[src/inc/espt_pkg.sv]
// Constants for the peak, limit and trim register block of the sensor.
// Assumes an 8-bit register port driven by a serial slave engine on clk.
package espt_pkg;

  // Register offsets
  localparam logic [7:0] ESPT_ADDR_RES_LO     = 8'h00;
  localparam logic [7:0] ESPT_ADDR_RES_TOP    = 8'h03;
  localparam logic [7:0] ESPT_ADDR_STATUS     = 8'h04;
  localparam logic [7:0] ESPT_ADDR_TEMP_PEAK  = 8'h05;
  localparam logic [7:0] ESPT_ADDR_HUM_PEAK   = 8'h06;
  localparam logic [7:0] ESPT_ADDR_GATE       = 8'h07;
  localparam logic [7:0] ESPT_ADDR_TEMP_TRIM  = 8'h08;
  localparam logic [7:0] ESPT_ADDR_HUM_TRIM   = 8'h09;
  localparam logic [7:0] ESPT_ADDR_TEMP_UPPER = 8'h0a;
  localparam logic [7:0] ESPT_ADDR_TEMP_LOWER = 8'h0b;
  localparam logic [7:0] ESPT_ADDR_HUM_UPPER  = 8'h0c;
  localparam logic [7:0] ESPT_ADDR_HUM_LOWER  = 8'h0d;

  // Bit positions shared by the gate and status registers
  localparam int ESPT_BIT_DONE       = 7;
  localparam int ESPT_BIT_TEMP_UPPER = 6;
  localparam int ESPT_BIT_TEMP_LOWER = 5;
  localparam int ESPT_BIT_HUM_UPPER  = 4;
  localparam int ESPT_BIT_HUM_LOWER  = 3;
  localparam int ESPT_FIELD_LSB      = 3;

  // Trim bit 0 weighs 64 result LSBs
  localparam int ESPT_TRIM_SHIFT = 6;

  // Reset values
  localparam logic [7:0] ESPT_RST_PEAK  = 8'h00;
  localparam logic [4:0] ESPT_RST_GATE  = 5'h00;
  localparam logic [7:0] ESPT_RST_TRIM  = 8'h00;
  localparam logic [7:0] ESPT_RST_UPPER = 8'hff;
  localparam logic [7:0] ESPT_RST_LOWER = 8'h00;
  localparam logic [7:0] ESPT_RD_NONE   = 8'h00;

  typedef struct packed {
    logic [7:0]  temp_peak;
    logic [7:0]  hum_peak;
    logic [4:0]  gate;
    logic [7:0]  temp_trim;
    logic [7:0]  hum_trim;
    logic [7:0]  temp_upper;
    logic [7:0]  temp_lower;
    logic [7:0]  hum_upper;
    logic [7:0]  hum_lower;
    logic [4:0]  flags;
    logic [3:0]  live;
    logic [15:0] temp_result;
    logic [15:0] hum_result;
    logic [7:0]  rdata;
    logic        rvalid;
    logic        hit;
  } espt_state_type;

  localparam espt_state_type ESPT_RESET_STATE = '{
    temp_peak:   ESPT_RST_PEAK,
    hum_peak:    ESPT_RST_PEAK,
    gate:        ESPT_RST_GATE,
    temp_trim:   ESPT_RST_TRIM,
    hum_trim:    ESPT_RST_TRIM,
    temp_upper:  ESPT_RST_UPPER,
    temp_lower:  ESPT_RST_LOWER,
    hum_upper:   ESPT_RST_UPPER,
    hum_lower:   ESPT_RST_LOWER,
    flags:       5'h00,
    live:        4'h0,
    temp_result: 16'h0000,
    hum_result:  16'h0000,
    rdata:       ESPT_RD_NONE,
    rvalid:      1'b0,
    hit:         1'b0
  };

endpackage

[src/logic/espt_regs.sv]
// Peak detectors, trims, alarm limits, status flags and alert pin of the sensor.
// Assumes conversion results and register accesses arrive on clk, one-cycle strobes.

// Overview of operation
// RULE1: Temperature peak at 0x05 keeps highest converted temperature upper byte.
// RULE2: Host may write temperature peak; zero erases it and tracking restarts.
// RULE3: Humidity peak at 0x06 keeps highest converted humidity upper byte.
// RULE4: Host may write humidity peak; writing zero erases the recorded peak.
// RULE5: Both peaks clear at power-up and on soft reset.
// RULE6: Temperature peak code over 256 times 165 minus 40 is Celsius.
// RULE7: Humidity peak code times 100 over 256 is percent humidity.
// RULE8: Gate bit 7 at 0x07 enables the conversion-done alert; resets to zero.
// RULE9: Gate bits 6..3 disable temperature/humidity upper/lower alerts when one.
// RULE10: Temperature trim at 0x08 is added to every converted temperature.
// RULE11: Trim bits weigh -20.62 down to 0.16 degrees; bit 7 negative.
// RULE12: Humidity trim at 0x09 is added to every converted humidity.
// RULE13: Temperature upper limit at 0x0a, read-write, resets to all ones.
// RULE14: Temperature lower limit at 0x0b, read-write, resets to zero.
// RULE15: Humidity upper limit at 0x0c, read-write, resets to all ones.
// RULE16: Humidity lower limit at 0x0d, read-write, resets to zero.
// RULE17: Temperature limits use the same scale as the temperature peak.
// RULE18: Humidity limits use the humidity peak scale.
// RULE19: Limit flags set when exceeded; reading status register clears them.
// RULE20: Conversion-done flag sets when any conversion finishes.
// RULE21: Alert pin follows the flags, shaped by pin enable, polarity, mode.
// RULE22: Soft reset returns every register here to its reset value.
// RULE23: Upper result byte compared with limits; flag set only when unmasked.
// RULE24: Gate bits 2..0 read zero and ignore writes.
// RULE25: A peak is replaced only by a strictly greater new code.
module espt_regs
  import espt_pkg::*;
(
  // Clock and reset
  input  wire logic        clk,
  input  wire logic        rst,
  input  wire logic        software_reset_bit,
  // Register port from the serial slave engine
  input  wire logic [7:0]  reg_addr,
  input  wire logic        reg_wr,
  input  wire logic        reg_rd,
  input  wire logic [7:0]  reg_wdata,
  output      logic [7:0]  reg_rdata,
  output      logic        reg_rvalid,
  output      logic        reg_hit,
  // Raw conversion results
  input  wire logic        temp_done,
  input  wire logic [15:0] temp_raw,
  input  wire logic        hum_done,
  input  wire logic [15:0] hum_raw,
  // Trimmed results for the result registers
  output      logic [15:0] temp_result,
  output      logic [15:0] hum_result,
  // Alert pin configuration
  input  wire logic        pin_enable,
  input  wire logic        pin_active_high,
  input  wire logic        pin_comparator_mode,
  // Alert pin and status view
  output      logic        alert_output_pin,
  output      logic        alert_output_pin_oe_n,
  output      logic [4:0]  status_flags
);
  import espt_pkg::*;

  espt_state_type s_q;
  espt_state_type s_d;

  // Signed trim placed at its weight; saturation keeps a large trim from wrapping
  function automatic logic [15:0] espt_trim_add(input logic [15:0] raw,
                                                input logic [7:0]  trim);
    logic signed [17:0] sum;
    sum = $signed({2'b00, raw}) +
          $signed({{4{trim[7]}}, trim, {ESPT_TRIM_SHIFT{1'b0}}}); // RULE11
    if (sum[17])
      espt_trim_add = 16'h0000;
    else if (sum[16])
      espt_trim_add = 16'hffff;
    else
      espt_trim_add = sum[15:0];
  endfunction

  logic [15:0] temp_adj;
  logic [15:0] hum_adj;
  logic [7:0]  temp_byte;
  logic [7:0]  hum_byte;
  logic        wr_hit;
  logic        status_read;
  logic [4:0]  set_flags;
  logic [3:0]  exceed;
  logic        alert_any;

  always_comb
  begin
    temp_adj  = espt_trim_add(temp_raw, s_q.temp_trim); // RULE10
    hum_adj   = espt_trim_add(hum_raw, s_q.hum_trim);   // RULE12
    temp_byte = temp_adj[15:8]; // RULE6 RULE17
    hum_byte  = hum_adj[15:8];  // RULE7 RULE18
  end

  // Limit comparisons on the trimmed upper byte
  always_comb
  begin
    exceed = 4'h0;
    exceed[ESPT_BIT_TEMP_UPPER - ESPT_FIELD_LSB] = temp_byte > s_q.temp_upper; // RULE23
    exceed[ESPT_BIT_TEMP_LOWER - ESPT_FIELD_LSB] = temp_byte < s_q.temp_lower; // RULE23
    exceed[ESPT_BIT_HUM_UPPER - ESPT_FIELD_LSB]  = hum_byte > s_q.hum_upper;   // RULE23
    exceed[ESPT_BIT_HUM_LOWER - ESPT_FIELD_LSB]  = hum_byte < s_q.hum_lower;   // RULE23
  end

  always_comb
  begin
    s_d = s_q;
    s_d.rvalid = 1'b0;
    wr_hit = 1'b0;
    status_read = reg_rd && (reg_addr == ESPT_ADDR_STATUS);
    set_flags = 5'h00;

    // Host writes
    if (reg_wr)
    begin
      wr_hit = 1'b1;
      case (reg_addr)
        ESPT_ADDR_TEMP_PEAK:  s_d.temp_peak = reg_wdata; // RULE2
        ESPT_ADDR_HUM_PEAK:   s_d.hum_peak = reg_wdata;  // RULE4
        ESPT_ADDR_GATE:       s_d.gate = reg_wdata[7:ESPT_FIELD_LSB]; // RULE8 RULE9 RULE24
        ESPT_ADDR_TEMP_TRIM:  s_d.temp_trim = reg_wdata;  // RULE10
        ESPT_ADDR_HUM_TRIM:   s_d.hum_trim = reg_wdata;   // RULE12
        ESPT_ADDR_TEMP_UPPER: s_d.temp_upper = reg_wdata; // RULE13
        ESPT_ADDR_TEMP_LOWER: s_d.temp_lower = reg_wdata; // RULE14
        ESPT_ADDR_HUM_UPPER:  s_d.hum_upper = reg_wdata;  // RULE15
        ESPT_ADDR_HUM_LOWER:  s_d.hum_lower = reg_wdata;  // RULE16
        default:              wr_hit = 1'b0;
      endcase
    end

    // Peaks compare against the post-write value so an erase restarts tracking
    if (temp_done)
    begin
      s_d.temp_result = temp_adj;
      if (temp_byte > s_d.temp_peak) // RULE1 RULE25
        s_d.temp_peak = temp_byte;
      set_flags[ESPT_BIT_DONE - ESPT_FIELD_LSB] = 1'b1; // RULE20
      set_flags[ESPT_BIT_TEMP_UPPER - ESPT_FIELD_LSB] =
        exceed[ESPT_BIT_TEMP_UPPER - ESPT_FIELD_LSB] &
        ~s_q.gate[ESPT_BIT_TEMP_UPPER - ESPT_FIELD_LSB]; // RULE9 RULE23
      set_flags[ESPT_BIT_TEMP_LOWER - ESPT_FIELD_LSB] =
        exceed[ESPT_BIT_TEMP_LOWER - ESPT_FIELD_LSB] &
        ~s_q.gate[ESPT_BIT_TEMP_LOWER - ESPT_FIELD_LSB]; // RULE9 RULE23
      s_d.live[ESPT_BIT_TEMP_UPPER - ESPT_FIELD_LSB] =
        set_flags[ESPT_BIT_TEMP_UPPER - ESPT_FIELD_LSB];
      s_d.live[ESPT_BIT_TEMP_LOWER - ESPT_FIELD_LSB] =
        set_flags[ESPT_BIT_TEMP_LOWER - ESPT_FIELD_LSB];
    end
    if (hum_done)
    begin
      s_d.hum_result = hum_adj;
      if (hum_byte > s_d.hum_peak) // RULE3 RULE25
        s_d.hum_peak = hum_byte;
      set_flags[ESPT_BIT_DONE - ESPT_FIELD_LSB] = 1'b1; // RULE20
      set_flags[ESPT_BIT_HUM_UPPER - ESPT_FIELD_LSB] =
        exceed[ESPT_BIT_HUM_UPPER - ESPT_FIELD_LSB] &
        ~s_q.gate[ESPT_BIT_HUM_UPPER - ESPT_FIELD_LSB]; // RULE9 RULE23
      set_flags[ESPT_BIT_HUM_LOWER - ESPT_FIELD_LSB] =
        exceed[ESPT_BIT_HUM_LOWER - ESPT_FIELD_LSB] &
        ~s_q.gate[ESPT_BIT_HUM_LOWER - ESPT_FIELD_LSB]; // RULE9 RULE23
      s_d.live[ESPT_BIT_HUM_UPPER - ESPT_FIELD_LSB] =
        set_flags[ESPT_BIT_HUM_UPPER - ESPT_FIELD_LSB];
      s_d.live[ESPT_BIT_HUM_LOWER - ESPT_FIELD_LSB] =
        set_flags[ESPT_BIT_HUM_LOWER - ESPT_FIELD_LSB];
    end

    // Read data; a status read clears the flags
    if (reg_rd)
    begin
      s_d.rvalid = 1'b1;
      s_d.hit = 1'b1;
      case (reg_addr)
        ESPT_ADDR_STATUS:     s_d.rdata = {s_q.flags, 3'b000};
        ESPT_ADDR_TEMP_PEAK:  s_d.rdata = s_q.temp_peak;
        ESPT_ADDR_HUM_PEAK:   s_d.rdata = s_q.hum_peak;
        ESPT_ADDR_GATE:       s_d.rdata = {s_q.gate, 3'b000}; // RULE24
        ESPT_ADDR_TEMP_TRIM:  s_d.rdata = s_q.temp_trim;
        ESPT_ADDR_HUM_TRIM:   s_d.rdata = s_q.hum_trim;
        ESPT_ADDR_TEMP_UPPER: s_d.rdata = s_q.temp_upper;
        ESPT_ADDR_TEMP_LOWER: s_d.rdata = s_q.temp_lower;
        ESPT_ADDR_HUM_UPPER:  s_d.rdata = s_q.hum_upper;
        ESPT_ADDR_HUM_LOWER:  s_d.rdata = s_q.hum_lower;
        default:
        begin
          s_d.rdata = ESPT_RD_NONE;
          s_d.hit = 1'b0;
        end
      endcase
    end
    else if (reg_wr)
    begin
      s_d.hit = wr_hit;
    end

    // Clears first, sets last, so an event in the clearing cycle survives
    if (status_read)
      s_d.flags = 5'h00; // RULE19
    // Result offsets start at zero, so only the top bound needs a compare
    if (reg_rd && (reg_addr <= ESPT_ADDR_RES_TOP))
      s_d.flags[ESPT_BIT_DONE - ESPT_FIELD_LSB] = 1'b0;
    s_d.flags = s_d.flags | set_flags; // RULE19 RULE20

    if (software_reset_bit)
      s_d = ESPT_RESET_STATE; // RULE5 RULE22
  end

  always_ff @(posedge clk)
  begin
    if (rst)
      s_q <= ESPT_RESET_STATE; // RULE5
    else
      s_q <= s_d;
  end

  // Level mode follows latched flags; comparator mode follows the latest comparison
  always_comb
  begin
    alert_any = s_q.flags[ESPT_BIT_DONE - ESPT_FIELD_LSB] &
                s_q.gate[ESPT_BIT_DONE - ESPT_FIELD_LSB]; // RULE8
    if (pin_comparator_mode)
      alert_any = alert_any | (|s_q.live);
    else
      alert_any = alert_any | (|s_q.flags[3:0]); // RULE21
  end

  assign alert_output_pin      = pin_active_high ? alert_any : ~alert_any; // RULE21
  assign alert_output_pin_oe_n = ~pin_enable;
  assign reg_rdata             = s_q.rdata;
  assign reg_rvalid            = s_q.rvalid;
  assign reg_hit               = s_q.hit;
  assign temp_result           = s_q.temp_result;
  assign hum_result            = s_q.hum_result;
  assign status_flags          = s_q.flags;

endmodule

[config.mk]
export PLATFORM = sky130hd
export DESIGN_NAME = espt_regs
export DESIGN_NICKNAME = d
export VERILOG_FILES = /design/src/inc/espt_pkg.sv /design/src/logic/espt_regs.sv
export SDC_FILE = /design/constraint.sdc
export NUM_CORES = 1
export LEC_CHECK = 0
export ABC_CLOCK_PERIOD_IN_PS = 4130
export BUFFER_PORTS_ARGS = -buffer_cell sky130_fd_sc_hd__buf_2
export CORE_UTILIZATION = 30
export DETAILED_ROUTE_END_ITERATION = 10
export PLACE_DENSITY_LB_ADDON = 0.15
export SETUP_SLACK_MARGIN = 0.15
export SYNTH_ARGS = -nofsm -noshare
export SYNTH_HDL_FRONTEND = slang
export SYNTH_SLANG_ARGS = --single-unit
[constraint.sdc]
create_clock -name clk -period 4.13 [get_ports clk]
set_input_delay 0.6195 -clock clk [delete_from_list [all_inputs] [get_ports clk]]
set_output_delay 0.6195 -clock clk [all_outputs]
set_load 0.005 [all_outputs]
After elaboration in Yosys (flattened, before gate mapping)

Cells that the tools add are included.

Register bits: 120
Output and inout bits: 49

$add $sub $neg: 2
$lt $le $gt $ge: 7
Eq/ne operators: 10
Multiplexer cells: 31
Bitwise gates (word level): 14
Reductions and logical operators: 15

Operators by type and width:

| cell                                                | number |
|---|---|
| two-way mux 8 bit                                   | 12 |
| one-hot mux 8 bit (10 select lines)                 | 1 |
| two-way mux 69 bit                                  | 1 |
| two-way mux 16 bit                                  | 4 |
| == test 8 x 4 -> 1 bit, second input constant       | 6 |
| adder 17 x 14 -> 18 bit                             | 2 |
| == test 8 x 3 -> 1 bit, second input constant       | 4 |
| > comparator 8 bit                                  | 4 |
| < comparator 8 bit                                  | 2 |
| AND reduction 2 bit                                 | 7 |
| two-way mux 5 bit                                   | 2 |
| OR reduction 10 bit                                 | 1 |
| two-way mux 1 bit                                   | 9 |
| OR reduction 9 bit                                  | 1 |
| <= comparator 8 x 2 -> 1 bit, second input constant | 1 |
| OR reduction 4 bit                                  | 2 |
| inverter 1 bit                                      | 6 |
| AND 1 bit                                           | 5 |
| OR 5 bit                                            | 1 |
| two-way mux 3 bit                                   | 1 |
| logical AND 1 bit                                   | 2 |
| two-way mux 2 bit                                   | 1 |
| OR 1 bit                                            | 2 |
| nonzero test 2 bit                                  | 1 |
| OR reduction 2 bit                                  | 1 |

Longest topological paths before layout

Gate-level depths: netlist of the first run.

Word-level depth: 8
Depth in mapped cells: 18

Worst setup path before layout of the first run

Ideal clock, no wire load.

Path kind: input to register
Start: in hum_raw[6]
End: reg s_q[110] (netlist bit)
Data arrival time: 4.222 ns
Data required time: 4.060 ns
Path slack: -0.163 ns
Stages: 18
Cell sequence: ha_1 -> fa_1 -> a211oi_1 -> nor3b_1 -> or3_1 -> and3_4 -> buf_6 -> clkbuf_1 -> o21a_1 -> ha_1 -> nor2b_1 -> o21a_1 -> o21a_1 -> o21bai_1 -> a21oi_1 -> clkbuf_1 -> or2_2 -> a21oi_1

Longest elaborated chain between the ends: 6

RTL lines:

| what                      | line             | text |
|---|---|---|
| start, declared           | espt_regs.sv:49  | `input wire logic [15:0] hum_raw,` |
| adder 17 x 14 -> 18 bit * | espt_regs.sv:71  | `sum = $signed({2'b00, raw}) +` |
| two-way mux 16 bit        | espt_regs.sv:75  | `else if (sum[16])` |
| two-way mux 16 bit *      | espt_regs.sv:73  | `if (sum[17])` |
| > comparator 8 bit        | espt_regs.sv:156 | `if (hum_byte > s_d.hum_peak)` |
| two-way mux 8 bit *       | espt_regs.sv:156 |  |
| two-way mux 8 bit *       | espt_regs.sv:153 | `if (hum_done)` |
| end signal, assigned      | espt_regs.sv:214 | `s_q <= ESPT_RESET_STATE;` |
| end signal, assigned      | espt_regs.sv:216 | `s_q <= s_d;` |
| end, declared             | espt_regs.sv:64  | `espt_state_type s_q;` |

Mark *: on every way between the ends. The rest lies on a longest branch, timed or not.
A chain may end at the register's enable or synchronous reset.

Worst setup path after layout of the first run

Start: reg s_q[91] (netlist bit)
End: reg s_q[44] (netlist bit)

Longest elaborated chain between the ends: 5

RTL lines:

| what                      | line             | text |
|---|---|---|
| adder 17 x 14 -> 18 bit * | espt_regs.sv:71  |  |
| two-way mux 16 bit        | espt_regs.sv:75  |  |
| two-way mux 16 bit *      | espt_regs.sv:73  |  |
| net temp_adj[12]          | espt_regs.sv:81  | `logic [15:0] temp_adj;` |
| < comparator 8 bit *      | espt_regs.sv:104 | `exceed[ESPT_BIT_TEMP_LOWER - ESPT_FIELD_LSB] = temp_byte < s_q.temp_lower;` |
| AND 1 bit *               | espt_regs.sv:146 | `exceed[ESPT_BIT_TEMP_LOWER - ESPT_FIELD_LSB] &` |

Mark *: on every way through the listed nets, which the timed path passes. The rest lies on a longest branch.

==> results of run 1 <==
==> synthesized netlist by cell type (all sizes together), types with 2 or more instances <==
cell,instances,area share (%)
nor3b,3,0.28
a211o,2,0.22
o211a,4,0.51
o21bai,6,0.57
nand2,101,4.8
a21o,19,1.8
nor3,11,0.84
or3,2,0.16
o41ai,3,0.52
a2111oi,6,0.68
and3,2,0.28
clkbuf,45,2.1
fa,2,0.51
o2bb2ai,2,0.22
mux2,4,0.57
a21oi,97,6.1
xor2,6,0.66
o21a,17,1.6
a31oi,4,0.32
a211oi,20,2.0
o21ai,30,1.9
buf,54,4.9
xnor2,9,1.0
nand4,6,0.47
nor2b,14,1.1
a22oi,37,3.5
nor4,2,0.24
inv,39,1.8
dfxtp,120,30
ha,64,10
a311oi,3,0.33
nand3,44,2.8
o32ai,2,0.22
a41oi,2,0.22
o211ai,39,3.7
nand3b,2,0.19
or2,15,1.2
and4,6,0.66
nor2,48,2.4
mux2i,25,3.2
a221oi,2,0.22
nand2b,34,2.7
and2,11,0.90
==> how the worst max path moves through the flow <==
stage / endpoint / slack, ns / depth (start not counted)
2_1_floorplan: s_q[110] / 0.15 / 17
3_3_place_gp: s_q[45] / -0.04 / 16
3_5_place_dp: s_q[45] / -0.11 / 16
4_1_cts: s_q[45] / 0.17 / 17
5_1_grt: s_q[117] / 0.15 / 18
6_report: s_q[44] / 0.32 / 17
==> kinds of logic after synthesis <==
logic type                 after synthesis  synth area share (%)
AOI/OAI and AO/OA                      301                  25.5
muxes                                   29                  3.73
DFF                                    120                  30.4
xor gates and xnor gates                15                  1.66
adders and majority gates               66                  10.6
buffers and inverters                  138                  8.93
and+or+nand+nor                        303                  19.2
==> registers in the layout, summed over array words and instances, names as in the netlist <==
signal,flops
hum_result,16
reg_hit,1
reg_rdata,8
reg_rvalid,1
s_q,73
status_flags,5
temp_result,16
==> power breakdown <==
part | leakage, nW | switching [mW] | internal, mW
Combinational | 2.99 | 0.191 | 0.146
Clock | 0.261 | 0.581 | 0.825
Sequential | 0.974 | 0.0116 | 1.18
Total | 4.22 | 0.784 | 2.15
==> critical path: stages (launching register included) <==
cell and delay (ns):
dfxtp_2 0.38, ha_2 0.20, fa_2 0.21, a211oi_2 0.07
buf_4 0.14, or4b_4 0.54, a21boi_4 0.20, nor3_4 0.07
buf_4 0.17, o21a_1 0.23, buf_4 0.14, ha_1 0.17
a21o_1 0.17, a21o_1 0.18, a221oi_1 0.46, buf_4 0.20
o32a_1 0.11, nor2b_1 0.11
==> metrics by stage <==
| stage | util, % | TNS, ns |
|---|---|---|
| 6_report | 37.2 | 0 |
| 5_1_grt | 37.2 | 0 |
| 2_1_floorplan | - | 0 |
| 3_5_place_dp | 34.7 | -0.413 |
| 4_1_cts | 36.9 | 0 |
| 3_3_place_gp | 34.7 | -0.122 |
==> layout make-up <==
| class | instances | area share [%] |
|---|---|---|
| clock buffer | 17 | 4.40 |
| clock inverter | 15 | 1.36 |
| inverter | 39 | 1.52 |
| multi-input combinational | 714 | 50.8 |
| sequential | 120 | 24.9 |
| tap | 335 | 4.34 |
| timing repair buffer | 196 | 12.6 |
==> repair_timing <==
item                       in CTS  in global routing
setup endpoints to repair       0                 20
hold buffers                    0                  0
buffers inserted                0                  1
gates resized for setup         0                 19
==> routing by layer <==
layer,wire (um),vias to the layer above
met4,281,0
met3,1190,22
met2,11500,178
met1,13300,3488
met5,0,-
li1,-,3698
==> summary.txt, run 1 <==
Outcome
  • Status: completed

CTS
  • Max clock buf depth: 2
  • Clock Pin Slew Worst Setup and Hold Paths: 0.06 ns
  • CTS tree: built
  • CTS Root Cell: clkbuf_16
  • Clk_lat worst skew: 0.43 ns
  • H-tree levels: 4
  • TritonCTS buffer count: 17
  • CTS Sinks: 120

STA
  • FMAX: 262 MHz
  • Period Utilization, post-route: 92.3%
  • Post-route setup slack: 0.318 ns
  • Hold slack: 0.465 ns
  • Least-Margin Pin Slew: 0.700 ns
  • Final setup viols: 0
  • Setup Skew: 0.00816 ns
  • Minimum clock period: 3.81 ns
  • Max-slew violations: 0
  • Final hold violations: 0
  • RSZ-0062 raised after global routing: false
  • Worst rel slew slack: 53.1%

Min path
  • Hold crit path type: reg -> reg
  • Min-Delay Endpoint: hum_result[1]
  • Hold path cells: 2
  • Hold_sp: hum_result[1]

Logic synthesis
  • Post-synth EDFFs: 0
  • Register area share after synthesis: 30.4%
  • Synth Register Bits: 120
  • Cells after Synth: 972
  • Synth async-reset ratio: 0%
  • Yosys cell types: 62
  • Syn Area/Cell: 8.14 um^2
  • Syn nets: 1096
  • Mapped Area: 7920 um^2
  • Yosys warns: 0
  • Top FF cell, synth: dfxtp_1

GRT
  • Vias in the first global route: 6902
  • Total Routing Usage GR: 19.8%
  • Remaining global-route overflow: 0
  • Largest net degree at the start of global routing: 41
  • First-pass GRT wire length: 40.1 mm
  • Initial antenna violation count: 0
  • Met3 Track Usage GR: 3.89%
  • Busiest grt layer: met2
  • Met1 Use GR: 28.3%
  • GR Layer Usage met2: 29.9%

Layout
  • Filler instances: 2730
  • Most common cell after layout, fill and taps aside: dfxtp_1
  • Reg area: 2410 um^2
  • Share of cells above drive strength 1: 25.7%
  • Commonest non-fill, non-tap cells in the layout: 115 x dfxtp_1, 106 x buf_2, 101 x nand2_1, 96 x a21oi_1, 89 x buf_4
  • Diodes inserted: 0
  • Area of the multi-input gates: 4910 um^2
  • NumNets Final: 1212
  • Final Cell Area: 9660 um^2
  • Fin cells: 1436
  • Area Overhead vs Synth: 22.1%

Critical path
  • CP startpoint: s_q[91]
  • Reg-to-Reg Start: s_q[91]
  • CP Launch Type: register
  • Critical Path AT: 4.17 ns
  • CP Class: reg -> reg
  • Critical Path Fanout Max: 6
  • FF-to-FF path depth: 17
  • Reg2Reg Setup Slack: 0.32 ns
  • Worst EP required: 4.49 ns
  • Reg-to-Reg End: s_q[44]
  • Crit. End Element: register

Route
  • Routed wire per std cell: 18.3 um
  • Antenna viol nets, final: 0
  • Routed WL: 26.3 mm
  • DRT Pass-1 Iters: 5
  • Drt drc: 0
  • Starting DRT DRC Count: 599
  • Via count: 7386
  • Routed vias/inst: 5.14

Placement
  • Placed Instances: 1403
  • Final RePlAce weighted congestion: 0.868
  • Post-Place Worst Slack: -0.109 ns
  • Area after DPL: 9030 um^2
  • PortBufs: 106
  • DP HPWL: 20.1 mm

Die
  • Initial core utilization: 30.5%
  • Io pins: 107
  • Die X: 164 um
  • Die area: 27000 um^2
  • Core Area: 26000 um^2
  • Die height: 164 um
  • # rows: 59

Power
  • Worst VDD drop: 0.282 mV
  • Total Power: 2.93 mW
  • Leakage power: 4.22 nW
  • Cell Pwr Density: 303 nW/um^2

Job
  • MaxCap Viol Count: 0
No activity file was read; power rests on OpenSTA's default activity.
==> run 2, diff against run 1 <==
--- a/config.mk
+++ b/config.mk
@@ -7,7 +7,7 @@
 export LEC_CHECK = 0
 export ABC_CLOCK_PERIOD_IN_PS = 4130
 export BUFFER_PORTS_ARGS = -buffer_cell sky130_fd_sc_hd__buf_2
-export CORE_UTILIZATION = 30
+export CORE_UTILIZATION = 53
 export DETAILED_ROUTE_END_ITERATION = 10
 export PLACE_DENSITY_LB_ADDON = 0.15
 export SETUP_SLACK_MARGIN = 0.15
==> summary.txt, run 2 (same netlist as run 1, synthesis figures left out) <==
Outcome
  • Status: completed

STA
  • Least-Margin Pin Slew: 0.904 ns
  • Hold slack: 0.463 ns
  • Final setup viols: 0
  • Setup Skew: 0.00730 ns
  • Worst rel slew slack: 39.5%
  • Period Utilization, post-route: 92.3%
  • RSZ-0062 raised after global routing: true
  • Final hold violations: 0
  • FMAX: 262 MHz
  • Minimum clock period: 3.81 ns
  • Setup TNS Final: 0 ns
  • Max-slew violations: 0

Critical path
  • Reg-to-Reg Start: s_q[83]
  • Reg-to-Reg End: s_q[43]
  • Critical Path Fanout Max: 3
  • CP Class: reg -> reg
  • Max stage delay cell, worst path: fa_2
  • Reg2Reg Setup Slack: 0.32 ns
  • FF-to-FF path depth: 15
  • Worst EP required: 4.43 ns
  • Critical Path AT: 4.11 ns
  • Worst path cell trace: ha_4, fa_2, a211oi_2, o21bai_1, a2111oi_2, nor3_1, xor2_1, o21a_1, ha_1, a21o_1, a211oi_2, nand2b_1, nor3_1, o41ai_2, nand2_1
  • Crit. End Element: register
  • Largest stage delay on the critical path: 0.41 ns
  • CP Launch Type: register

CTS
  • Max clock buf depth: 2
  • CTS Sinks: 120
  • Clk_lat worst skew: 0.42 ns
  • CTS tree: built
  • Clock Pin Slew Worst Setup and Hold Paths: 0.06 ns
  • CTS Root Cell: clkbuf_16
  • # hold bufs at CTS: 0
  • H-tree levels: 4
  • TritonCTS buffer count: 17

GRT
  • Initial antenna violation count: 0
  • Vias in the first global route: 7010
  • Largest net degree at the start of global routing: 59
  • Remaining global-route overflow: 0
  • Total Routing Usage GR: 30.3%
  • First-pass GRT wire length: 37.0 mm

Placement
  • Placed Instances: 1226
  • DP HPWL: 17.1 mm
  • PortBufs: 106
  • Final RePlAce weighted congestion: 0.943

Route
  • Starting DRT DRC Count: 674
  • Routed wire per std cell: 18.5 um
  • Routed vias/inst: 6.00
  • DRT Pass-1 Iters: 6
  • Via count: 7549
  • Antenna viol nets, final: 0
  • Drt drc: 0
  • Routed WL: 23.3 mm

Die
  • # rows: 44
  • Die X: 124 um
  • Io pins: 107
  • Core Area: 14500 um^2
  • Die area: 15400 um^2
  • Initial core utilization: 54.5%
  • Die height: 124 um

Job
  • MaxCap Viol Count: 0

Layout
  • Commonest non-fill, non-tap cells in the layout: 116 x dfxtp_1, 106 x buf_2, 101 x nand2_1, 96 x a21oi_1, 63 x buf_4
  • NumNets Final: 1186
  • Share of cells above drive strength 1: 23.8%
  • Fin cells: 1259
  • Diodes inserted: 0
  • Most common cell after layout, fill and taps aside: dfxtp_1
  • Biggest register: s_q
  • Max reg flops: 73
  • Area Overhead vs Synth: 18.0%

Min path
  • Hold path cells: 2
  • Min-Delay Endpoint: hum_result[1]
  • Hold crit path type: reg -> reg
  • Hold_sp: hum_result[1]

Power
  • Total Power: 3.04 mW
  • Leakage power: 4.13 nW
  • Cell Pwr Density: 326 nW/um^2
  • Worst VDD drop: 0.355 mV
[run 2: changes by cell type in the layout (fill, tap and decap cells not counted), moves of 2 or more]
cell	change
buf_4	-26
clkinvlp_4	-4
clkbuf_1	+2
bufinv_16	+2
clkbuf_8	+2
dfxtp_2	-2
[run 2: layout make-up]
cell class | count | area, um^2
clock buffer | 21 | 460
fill | 1321 | 5200
sequential | 120 | 2410
tap | 184 | 230
clock inverter | 11 | 148
timing repair buffer | 170 | 1010
multi-input combinational | 714 | 4930
inverter | 39 | 146
[run 2: worst max-delay path by stage]
| stage | endpoint | from | slack, ns | cells past startpoint |
|---|---|---|---|---|
| 2_1_floorplan | s_q[110] | hum_raw[13] | 0.15 | 17 |
| 3_3_place_gp | status_flags[3] | temp_raw[6] | -0.02 | 16 |
| 3_5_place_dp | s_q[43] | hum_raw[6] | -0.14 | 16 |
| 4_1_cts | s_q[43] | s_q[83] | 0.15 | 15 |
| 5_1_grt | status_flags[1] | s_q[83] | 0.05 | 15 |
| 6_report | s_q[43] | s_q[83] | 0.32 | 15 |
[run 2: routing by layer]
metal / part of all wire (%) / wire length [um] / track usage (%)
met1: 45 / 10400 / 42.0
met5: 0 / 0 / 0
met2: 43 / 10100 / 44.5
met4: 2.6 / 607 / 11.2
met3: 9.7 / 2260 / 8.41
[run 2: critical path, delay by kind of cell (launching register included)]
family,cells,cell delay [ns]
XOR/XNOR,1,0.18
flip-flops,1,0.37
AO/OA/AOI/OAI,7,1.79
AND/OR/NAND/NOR,4,0.42
adder cells (fa/ha/maj),3,0.91
[run 2: what timing repair did]
item,4_1_cts,5_1_grt
setup endpoints to repair,0,24
setup buffers,0,1
resized for setup,0,25
[run 2: metrics by stage]
step           setup slack [ns]  area, um^2  util [%]
2_1_floorplan             0.149        7980         -
3_3_place_gp            -0.0206        8630      59.4
3_5_place_dp             -0.140        8630      59.4
4_1_cts                   0.151        9240      63.6
5_1_grt                  0.0529        9340      64.2
6_report                  0.319        9340      64.2
[run 2: where the power goes]
group          leakage [nW]  total [mW]  switching, mW  internal [mW]
combinational          2.86       0.320          0.183          0.137
sequential            0.974        1.19         0.0122           1.18
clock                 0.297        1.53          0.553          0.980
==> run 3, diff against run 2 <==
--- a/config.mk
+++ b/config.mk
@@ -7,7 +7,8 @@
 export LEC_CHECK = 0
 export ABC_CLOCK_PERIOD_IN_PS = 4130
 export BUFFER_PORTS_ARGS = -buffer_cell sky130_fd_sc_hd__buf_2
-export CORE_UTILIZATION = 53
+export CORE_MARGIN = 4
+export CORE_UTILIZATION = 29
 export DETAILED_ROUTE_END_ITERATION = 10
 export PLACE_DENSITY_LB_ADDON = 0.15
 export SETUP_SLACK_MARGIN = 0.15
==> summary.txt, run 3 (same netlist as run 1, synthesis figures left out) <==
CTS
  • Max clock buf depth: 2
  • TritonCTS buffer count: 17
  • Clock Pin Slew Worst Setup and Hold Paths: 0.06 ns
  • CTS Root Cell: clkbuf_16
  • H-tree levels: 4
  • Clk_lat worst skew: 0.42 ns
  • CTS tree: built
  • CTS Sinks: 120

STA
  • Final hold violations: 0
  • Minimum clock period: 3.80 ns
  • Max-slew violations: 0
  • Worst rel slew slack: 52.3%
  • Final setup viols: 0
  • Period Utilization, post-route: 92.0%
  • Hold slack: 0.462 ns
  • Least-Margin Pin Slew: 0.712 ns
  • Setup Skew: 0.00885 ns
  • RSZ-0062 raised after global routing: false
  • FMAX: 263 MHz
  • Setup TNS Final: 0 ns

Layout
  • NumNets Final: 1209
  • Max reg flops: 73
  • Commonest non-fill, non-tap cells in the layout: 116 x dfxtp_1, 106 x buf_2, 101 x nand2_1, 96 x a21oi_1, 84 x buf_4
  • Diodes inserted: 0
  • Most common cell after layout, fill and taps aside: dfxtp_1
  • Biggest register: s_q
  • Filler instances: 2849
  • Core Util, Final: 36.1%
  • Fin cells: 1438
  • Share of cells above drive strength 1: 25.4%
  • Area Overhead vs Synth: 22.6%

Power
  • NetSw: 0.746 mW
  • Leakage power: 4.25 nW
  • Sw Ratio: 24.8%
  • Reg power frac: 39.5%
  • Combinational share of power: 11.2%
  • Clk pwr share: 49.4%
  • Cell Pwr Density: 310 nW/um^2
  • Cell internal pwr: 2.26 mW
  • Total Power: 3.01 mW
  • Worst VDD drop: 0.285 mV

GRT
  • Remaining global-route overflow: 0
  • Initial antenna violation count: 0
  • Vias in the first global route: 7168
  • Total Routing Usage GR: 17.6%
  • Largest net degree at the start of global routing: 52
  • First-pass GRT wire length: 41.8 mm

Die
  • Initial core utilization: 29.5%
  • Die area: 30000 um^2
  • Core Area: 26900 um^2
  • Die X: 173 um
  • Io pins: 107
  • Die height: 173 um
  • # rows: 60

Job
  • MaxCap Viol Count: 0

Route
  • Routed vias/inst: 5.13
  • Via count: 7381
  • Drt drc: 0
  • Antenna viol nets, final: 0
  • Starting DRT DRC Count: 457
  • Routed WL: 26.8 mm
  • Routed wire per std cell: 18.6 um
  • DRT Pass-1 Iters: 5

Placement
  • Final RePlAce weighted congestion: 0.827
  • DP HPWL: 20.5 mm
  • PortBufs: 106
  • Placed Instances: 1406

Critical path
  • Critical Path Fanout Max: 3
  • CP Class: reg -> reg
  • Critical Path AT: 4.10 ns
  • CP Launch Type: register
  • Crit. End Element: register
  • Worst EP required: 4.43 ns

Outcome
  • Status: completed

Min path
  • Hold crit path type: reg -> reg
-- run 3: changes by cell type in the layout (fill, tap and decap cells not counted), moves of 2 or more --
cell and change:
buf_4 +21, a2111oi_1 -2, clkinv_4 -4, clkbuf_8 +2
-- run 3: path summary, 6_finish.rpt --
check	end	from	depth (start not counted)	slack [ns]
hold / removal	hum_result[3]	hum_result[3]	2	0.46
hold reg to reg	hum_result[3]	hum_result[3]	2	0.46
setup reg to reg	s_q[43]	s_q[83]	16	0.33
setup / recovery	s_q[43]	s_q[83]	16	0.33
-- run 3: power by group through the flow --
stage                     Sequential [mW]  Clock, mW  Combinational [mW]
after floorplan                      1.21          0               0.202
after global placement               1.21          0               0.330
after detailed placement             1.21          0               0.331
after CTS                            1.19       1.52               0.334
after global routing                 1.19       1.56               0.373
final                                1.19       1.49               0.336
-- run 3: stage by stage --
step / cell area, um^2 / setup WS (ns)
finish: 9700 / 0.330
global route: 9700 / 0.144
floorplan: 7980 / 0.149
global placement: 9010 / -0.0581
detailed placement: 9010 / -0.166
CTS: 9600 / 0.163
-- run 3: worst max-delay path: stages (launching register included) --
cell and delay, ns:
dfxtp_2 0.36, ha_4 0.18, fa_2 0.42, a211oi_2 0.28, nor3b_1 0.09, or3_1 0.33, and3_4 0.17, o21ai_1 0.18
inv_1 0.12, ha_1 0.30, a21o_1 0.18, a21o_1 0.20, a211oi_2 0.23, nand2b_1 0.15, nor3_1 0.06, o41ai_2 0.35
nand2_1 0.08
-- run 3: routing by layer --
| metal | track usage [%] | wire (um) | vias to the layer above |
|---|---|---|---|
| met1 | 25.4 | 13200 | 3488 |
| met5 | 0 | 0 | - |
| li1 | - | - | 3697 |
| met2 | 27.7 | 12100 | 180 |
| met4 | 4.16 | 232 | 0 |
| met3 | 2.56 | 1230 | 16 |
-- run 3: repair_timing --
| item | CTS | global route |
|---|---|---|
| gates resized for setup | 0 | 27 |
| hold buffers | 0 | 0 |
| setup buffers | 0 | 1 |
| setup endpoints to repair | 0 | 24 |
-- run 3: area by class of cell --
type,instances,area [um^2],area share [%]
clock buffers,23,488,5.03
clock inverters,8,95.1,0.980
inverters,39,146,1.51
multi-input cells,714,4930,50.8
flip-flops and latches,120,2410,24.8
well taps,341,427,4.40
repair buffers,193,1200,12.4
